<file path="src/cmo_pkg.sv">
// Constants and types for one comparator output channel.
// Assumes a 100 MHz system clock and an APB master with 32-bit data.

package cmo_pkg;

  // ==========================================================================
  // register map (byte addresses)
  localparam logic [7:0] MAIN_CTRL_ADDR = 8'h00;
  localparam logic [7:0] EDGE_EN_ADDR = 8'h04;
  localparam logic [7:0] EVENT_ADDR = 8'h08;
  localparam logic [7:0] MIRROR_ADDR = 8'h0C;

  // ==========================================================================
  // main control, edge enable and event fields
  localparam int ENABLE_BIT = 7;
  localparam int RESULT_BIT = 6;
  localparam int SPEED_BIT = 5;
  localparam int INVERT_BIT = 4;
  localparam int FILTER_BIT = 3;
  localparam int RESERVED_BIT = 2;
  localparam int BAND_BIT = 1;
  localparam int SYNC_BIT = 0;
  localparam int RISE_EN_BIT = 1;
  localparam int FALL_EN_BIT = 0;
  localparam int FLAG_BIT = 0;
  localparam logic RESERVED_RESET = 1'b1;

  // ==========================================================================
  // timing
  localparam int CLK_PERIOD_NS = 10;
  localparam int FILTER_HOLD_NS = 20;
  localparam int FILTER_HOLD_CYC = (FILTER_HOLD_NS + CLK_PERIOD_NS - 1) / CLK_PERIOD_NS;

  typedef struct packed {
    logic enable;
    logic speedPowerSelect;
    logic invertOutputSelect;
    logic glitchHoldFilterEnable;
    logic reservedOne;
    logic inputBandEnable;
    logic syncSelect;
  } cmo_ctrl_t;

  typedef struct packed {
    logic coreEnable;
    logic inputsConnect;
    logic speedPowerSelect;
    logic inputBandEnable;
    logic routeOpampToInverting;
  } cmo_analog_t;

endpackage

</file>
<file path="src/cmo_hold_filter.sv">
// Anti-oscillation hold filter on the comparator output.
// Assumes the input is already on the system clock.
`timescale 1ns/1ps
module cmo_hold_filter (
  // clock and reset
  input wire logic clk,
  input wire logic rst,
  // data
  input wire logic filterEnable,
  input wire logic din,
  output logic dout
);

  logic held;
  logic [3:0] holdCount;

  // the filtered path lags din by one clock, then stands for the hold count
  assign dout = filterEnable ? held : din;

  always_ff @(posedge clk) begin
    if (rst) begin
      held <= 1'b0;
      holdCount <= 4'h0;
    end else if (!filterEnable) begin
      held <= din;
      holdCount <= 4'h0;
    end else if (holdCount != 4'h0) begin
      holdCount <= holdCount - 4'h1;
    end else if (din != held) begin
      held <= din;
      holdCount <= 4'(cmo_pkg::FILTER_HOLD_CYC - 1);
    end
  end

endmodule

</file>
<file path="src/cmo_edge_detect.sv">
// Rising and falling edge detector on a registered level.
// Assumes the input is on the system clock.
`timescale 1ns/1ps
module cmo_edge_detect (
  // clock and reset
  input wire logic clk,
  input wire logic rst,
  // level in, pulses out
  input wire logic din,
  output logic rise,
  output logic fall
);

  logic prev;

  assign rise = din & ~prev;
  assign fall = ~din & prev;

  always_ff @(posedge clk) begin
    if (rst) begin
      prev <= 1'b0;
    end else begin
      prev <= din;
    end
  end

endmodule

</file>
<file path="src/cmo_channel.sv">
// One comparator output channel: polarity, hold filter, timer sync latch,
// edge event flag and the APB register slave.
// Assumes the analog result and the timer clock are asynchronous pins.
//
// Chosen here: register access over APB and the register addresses.
`timescale 1ns/1ps
module cmo_channel (
  // clock and reset
  input wire logic clk,
  input wire logic rst,
  // apb slave
  input wire logic psel,
  input wire logic penable,
  input wire logic pwrite,
  input wire logic [7:0] paddr,
  input wire logic [31:0] pwdata,
  output logic [31:0] prdata,
  output logic pready,
  output logic pslverr,
  // analog core
  input wire logic compareRaw,
  input wire logic invertingSharesOpamp,
  input wire logic opampEnabled,
  output cmo_pkg::cmo_analog_t analogCtrl,
  // gate timer
  input wire logic timerClkDivided,
  output logic timerAdvance,
  output logic gateTimerCompare,
  // pin and peers
  output logic pinOut,
  input wire logic [4:0] peerResults,
  // event
  output logic comparatorEventFlag
);

  // ==========================================================================
  // registers
  cmo_pkg::cmo_ctrl_t ctrl;
  logic riseFlagEnable;
  logic fallFlagEnable;
  logic [31:0] next_prdata;
  logic rawMeta;
  logic rawSync;
  logic tclkMeta;
  logic tclkSync;
  logic tclkPrev;
  logic syncLatch;
  logic resultBit;

  // ==========================================================================
  // bus decode
  wire setupPhase = psel & ~penable;
  wire accessWrite = psel & penable & pwrite;
  wire hitMain = paddr == cmo_pkg::MAIN_CTRL_ADDR;
  wire hitEdge = paddr == cmo_pkg::EDGE_EN_ADDR;
  wire hitEvent = paddr == cmo_pkg::EVENT_ADDR;
  wire hitMirror = paddr == cmo_pkg::MIRROR_ADDR;
  wire hitAny = hitMain | hitEdge | hitEvent | hitMirror;
  wire wrMain = accessWrite & hitMain;
  wire wrEdge = accessWrite & hitEdge;
  wire clearFlag = accessWrite & hitEvent & pwdata[cmo_pkg::FLAG_BIT];

  assign pready = 1'b1;
  assign pslverr = psel & penable & ~hitAny;

  // ==========================================================================
  // output path
  wire enabledResult = ctrl.enable & rawSync;
  wire polarResult = enabledResult ^ ctrl.invertOutputSelect;
  logic compareOut;

  cmo_hold_filter u_filter (
    .clk(clk),
    .rst(rst),
    .filterEnable(ctrl.glitchHoldFilterEnable),
    .din(polarResult),
    .dout(compareOut)
  );

  // timer clock edges, seen only after the two-stage synchroniser
  wire timerFall = tclkPrev & ~tclkSync;
  wire timerRise = ~tclkPrev & tclkSync;
  assign timerAdvance = timerRise;

  // sync off leaves the pin path unlatched on purpose (lowest latency)
  assign gateTimerCompare = ctrl.syncSelect ? syncLatch : compareOut;
  assign pinOut = gateTimerCompare;

  // ==========================================================================
  // edges and event flag
  logic resultRise;
  logic resultFall;

  cmo_edge_detect u_edges (
    .clk(clk),
    .rst(rst),
    .din(resultBit),
    .rise(resultRise),
    .fall(resultFall)
  );

  wire setEvent = (resultRise & riseFlagEnable) | (resultFall & fallFlagEnable);

  // ==========================================================================
  // analog controls
  assign analogCtrl.coreEnable = ctrl.enable;
  assign analogCtrl.inputsConnect = ctrl.enable;
  assign analogCtrl.speedPowerSelect = ctrl.speedPowerSelect;
  assign analogCtrl.inputBandEnable = ctrl.inputBandEnable;
  assign analogCtrl.routeOpampToInverting = invertingSharesOpamp & opampEnabled;

  // ==========================================================================
  // read data
  wire [7:0] mainRead = {ctrl.enable, resultBit, ctrl.speedPowerSelect,
    ctrl.invertOutputSelect, ctrl.glitchHoldFilterEnable, ctrl.reservedOne,
    ctrl.inputBandEnable, ctrl.syncSelect};
  wire [7:0] edgeRead = {6'h00, riseFlagEnable, fallFlagEnable};
  wire [7:0] mirrorRead = {2'h0, peerResults, resultBit};

  always_comb begin
    next_prdata = 32'h0000_0000;
    if (hitMain) begin
      next_prdata = {24'h00_0000, mainRead};
    end else if (hitEdge) begin
      next_prdata = {24'h00_0000, edgeRead};
    end else if (hitEvent) begin
      next_prdata = {31'h0000_0000, comparatorEventFlag};
    end else if (hitMirror) begin
      next_prdata = {24'h00_0000, mirrorRead};
    end
  end

  // ==========================================================================
  // synchronisers
  always_ff @(posedge clk) begin
    if (rst) begin
      rawMeta <= 1'b0;
      rawSync <= 1'b0;
      tclkMeta <= 1'b0;
      tclkSync <= 1'b0;
      tclkPrev <= 1'b0;
    end else begin
      rawMeta <= compareRaw;
      rawSync <= rawMeta;
      tclkMeta <= timerClkDivided;
      tclkSync <= tclkMeta;
      tclkPrev <= tclkSync;
    end
  end

  // ==========================================================================
  // result, latch and flag
  always_ff @(posedge clk) begin
    if (rst) begin
      resultBit <= 1'b0;
      syncLatch <= 1'b0;
      comparatorEventFlag <= 1'b0;
    end else begin
      resultBit <= compareOut;
      if (timerFall) begin
        syncLatch <= compareOut;
      end
      // set beats a clear in the same cycle
      if (setEvent) begin
        comparatorEventFlag <= 1'b1;
      end else if (clearFlag) begin
        comparatorEventFlag <= 1'b0;
      end
    end
  end

  // ==========================================================================
  // register writes
  always_ff @(posedge clk) begin
    if (rst) begin
      ctrl <= '{default: 1'b0, reservedOne: cmo_pkg::RESERVED_RESET};
      riseFlagEnable <= 1'b0;
      fallFlagEnable <= 1'b0;
    end else begin
      if (wrMain) begin
        ctrl.enable <= pwdata[cmo_pkg::ENABLE_BIT];
        ctrl.speedPowerSelect <= pwdata[cmo_pkg::SPEED_BIT];
        ctrl.invertOutputSelect <= pwdata[cmo_pkg::INVERT_BIT];
        ctrl.glitchHoldFilterEnable <= pwdata[cmo_pkg::FILTER_BIT];
        ctrl.reservedOne <= pwdata[cmo_pkg::RESERVED_BIT];
        ctrl.inputBandEnable <= pwdata[cmo_pkg::BAND_BIT];
        ctrl.syncSelect <= pwdata[cmo_pkg::SYNC_BIT];
      end
      if (wrEdge) begin
        riseFlagEnable <= pwdata[cmo_pkg::RISE_EN_BIT];
        fallFlagEnable <= pwdata[cmo_pkg::FALL_EN_BIT];
      end
    end
  end

  // read data is captured in the setup cycle so it leaves a flip-flop
  always_ff @(posedge clk) begin
    if (rst) begin
      prdata <= 32'h0000_0000;
    end else if (setupPhase) begin
      prdata <= next_prdata;
    end
  end
endmodule

</file>
<file path="config.mk">
export PLATFORM = sky130hd
export DESIGN_NAME = cmo_channel
export DESIGN_NICKNAME = d
export VERILOG_FILES = /design/src/cmo_pkg.sv /design/src/cmo_hold_filter.sv /design/src/cmo_edge_detect.sv /design/src/cmo_channel.sv
export SDC_FILE = /design/constraint.sdc
export NUM_CORES = 1
export LEC_CHECK = 0
export ABC_AREA = 1
export BUFFER_PORTS_ARGS = -buffer_cell sky130_fd_sc_hd__buf_2
export CORE_MARGIN = 2
export CORE_UTILIZATION = 39
export CTS_CLUSTER_DIAMETER = 100
export DETAILED_ROUTE_END_ITERATION = 6
export HOLD_SLACK_MARGIN = 0.15
export PLACE_DENSITY = 0.74
export REMOVE_ABC_BUFFERS = 1
export SYNTH_ARGS = -nofsm -noshare
export SYNTH_HDL_FRONTEND = slang
export SYNTH_SLANG_ARGS = --single-unit
</file>
<file path="constraint.sdc">
create_clock -name clk -period 1.1 [get_ports clk]
set_input_delay 0 -clock clk [delete_from_list [all_inputs] [get_ports clk]]
set_output_delay 0 -clock clk [all_outputs]
set_load 0.005 [all_outputs]
</file>
==> metrics <==
status complete, but fails checks; failing checks negative setup slack; CP Capture Type primary output; Leakage 1.11 nW; full die area 4710 sq um; CTS max path bufs 2; CTS tree done; Synth-to-Final Area Change 32.3%; largest family of logic cells by synthesized area simple AND/OR/NAND/NOR gates; # rows 23; total number of vias 1524; Die Width 68.7 um; cells after synthesis 226; IO buf count 46; GP Congestion 0.838; Max Cap Viol 0; final number of setup-violating endpoints 3; ANT nets after route 0; per-cell routed wire length 9.94 um; first-pass GRT wire length 5.61 mm; fraction of the yosys area taken by sequential cells 38.1%; Post-Synth XOR/XNOR Area 0.537%; fin. max-slew vios 0; vias in the first global route 1401; dpl cells 317; mux contribution to synthesized area 0%; synthesized area per cell 7.21 sq um; initial antenna violation count 0; vias per inst 4.38; critical path required time 1.10 ns; asr flop ratio synth 0%; First-pass DRT Iterations 4; fmax 0.768 GHz; Fin Hold WS 0.180 ns; Final WS setup -0.202 ns; initial drt markers 57; clock root buffer clkbuf_8; Synth Area in Simple Gates 24.7%; crit path DAT 1.30 ns; post-synth design cell area 1630 sq um; Primary FF master, synth dfxtp_1; total grt overflow 0; Total Nets Final 351; number of synthesized flops with an enable pin 0; fin crit share 118%; layout cells sized above 1 28.2%; diode count 0; Total Routed Length 3.46 mm; maximum vdd ir drop 0.000839 V; clk_lat worst skew 0.27 ns; Setup Skew 0.00614 ns; post-synthesis cell type count 27; Synth Area in Adders 0%; Post-DP HPWL 2.54 mm; post-place setup slack -0.0630 ns; Crit Path Class flop to primary output; minimum clock period 1.30 ns; Total Power 2.25 mW; Yosys Warn Count 0; GRT Total Usage 16.0%; count of state elements after synthesis 31; # H-tree levels 2; Num CTS Buffers 5; highest-delay cell along the critical path dfxtp_2; final cell count without fillers 348; clk sink count 31; Clock transition at path regs 0.06 ns; starting density of the core 40.8%; Die H 68.7 um; Worst setup SP type flop; I/O pins 97; largest net degree at the start of global routing 13; Hold WC Path Type input pin to flop; final hold vios 0; crit-path max FO 2; Pwr Density 1040 nW/um^2; CP Cell Sequence nand2_2, or2_4, nand2_2, o21ai_2, o21ai_2, buf_2; complex-gate fraction of the synthesized area 13.3%; unrepaired setup endpoints after global routing yes; DRC 0; core region area 4000 sq um; Critical Path Max Stage Delay 0.34 ns
sequential cells by signal (all words and copies together) (netlist names), 3 cells and up:
register,count
analogCtrl,3
ctrl,4
prdata,8
u_filter.holdCount,4
cells in the mapped netlist, types with 2 or more instances:
library cell	n	area (sq um)
nand3_1	15	75.1
o21ai_0	15	75.1
nand3_2	2	20.0
nor2_4	2	22.5
buf_4	31	233
nor2_1	27	101
a21oi_1	14	70.1
o21ai_1	2	10.0
nand2_1	31	116
inv_1	33	124
conb_1	2	7.51
clkbuf_1	2	7.51
nand4_1	3	18.8
dfxtp_1	31	621
o211ai_1	4	30.0
critical path, delay by kind of cell, from the launching register on:
| kind | cells | cell delay [ns] |
|---|---|---|
| AND/OR/NAND/NOR | 3 | 0.38 |
| AO/OA/AOI/OAI | 2 | 0.18 |
| flip-flops | 1 | 0.34 |
| buffers and inverters | 1 | 0.12 |
routing by layer:
layer,track usage (%),vias up,routed length [um]
met4,7.00,0,33
met5,0,-,0
li1,-,805,-
met3,3.90,2,215
met2,28.5,59,1740
met1,17.9,658,1470
cells in the final DEF (no fill, tap or decap), types with 2 or more instances in the layout:
| master | netlist | routed |
|---|---|---|
| nand2_4 | 1 | 2 |
| clkinv_2 | 1 | 2 |
| nor2_1 | 27 | 25 |
| nand2_2 | 1 | 4 |
| conb_1 | 2 | 25 |
| dfxtp_2 | 0 | 3 |
| nor2_4 | 2 | 3 |
| buf_4 | 31 | 10 |
| clkbuf_1 | 2 | 2 |
| o21ai_0 | 15 | 12 |
| nand3_2 | 2 | 2 |
| a21oi_1 | 14 | 13 |
| dlygate4sd3_1 | 0 | 17 |
| buf_2 | 1 | 46 |
| o21ai_1 | 2 | 3 |
| inv_1 | 33 | 33 |
| o21ai_2 | 0 | 2 |
| clkbuf_8 | 0 | 5 |
| nand3_1 | 15 | 15 |
| nand2_1 | 31 | 27 |
| nand4_1 | 3 | 3 |
| o211ai_1 | 4 | 4 |
| dfxtp_1 | 31 | 28 |
stage by stage:
stage	area, sq um	setup TNS, ns	utilization, %
final	2160	-0.498	53.9
after global placement	1810	-0.0839	45.2
after floorplan	1470	-0.0334	-
after global routing	2160	-0.801	53.9
after detailed placement	1810	-0.179	45.2
after CTS	2110	-0.537	52.7
what timing repair did:
item / CTS / global route
setup buffers: 4 / 1
setup endpoints to repair: 5 / 10
pin swaps: 2 / 10
hold buffers: 18 / 1
gates resized for setup: 4 / 16
hold endpoints to repair: 23 / 1
cell type report:
class,instances,area [sq um]
Fill cell,425,1840
Multi-Input combinational cell,150,761
Sequential cell,31,624
Timing Repair Buffer,75,499
Inverter,34,129
Clock buffer,7,76.3
Tap cell,50,62.6
Clock inverter,1,5.00
cells by family (layout without fill, tap and decap cells):
group / count (synthesis) / count (layout)
compound gates: 39 / 39
simple gates: 85 / 85
xor+xnor: 1 / 1
other cells: 2 / 25
flops: 31 / 31
buf+inv: 68 / 117
power breakdown:
part           internal (mW)  switching, mW  total (mW)
combinational          0.130          0.134       0.264
sequential              1.14        0.00919        1.15
clock                  0.443          0.388       0.831
total                   1.72          0.531        2.25
final timing paths:
check,slack [ns],end,cells past startpoint,start
worst min-delay path,0.18,prdata[0],6,paddr[1]
worst min register to register,0.40,tclkSync,2,tclkMeta
worst max register to register,-0.10,u_filter.holdCount[0],8,analogCtrl[3]
worst max-delay path,-0.20,pinOut,6,analogCtrl[3]
No activity file was read; power rests on OpenSTA's default activity.
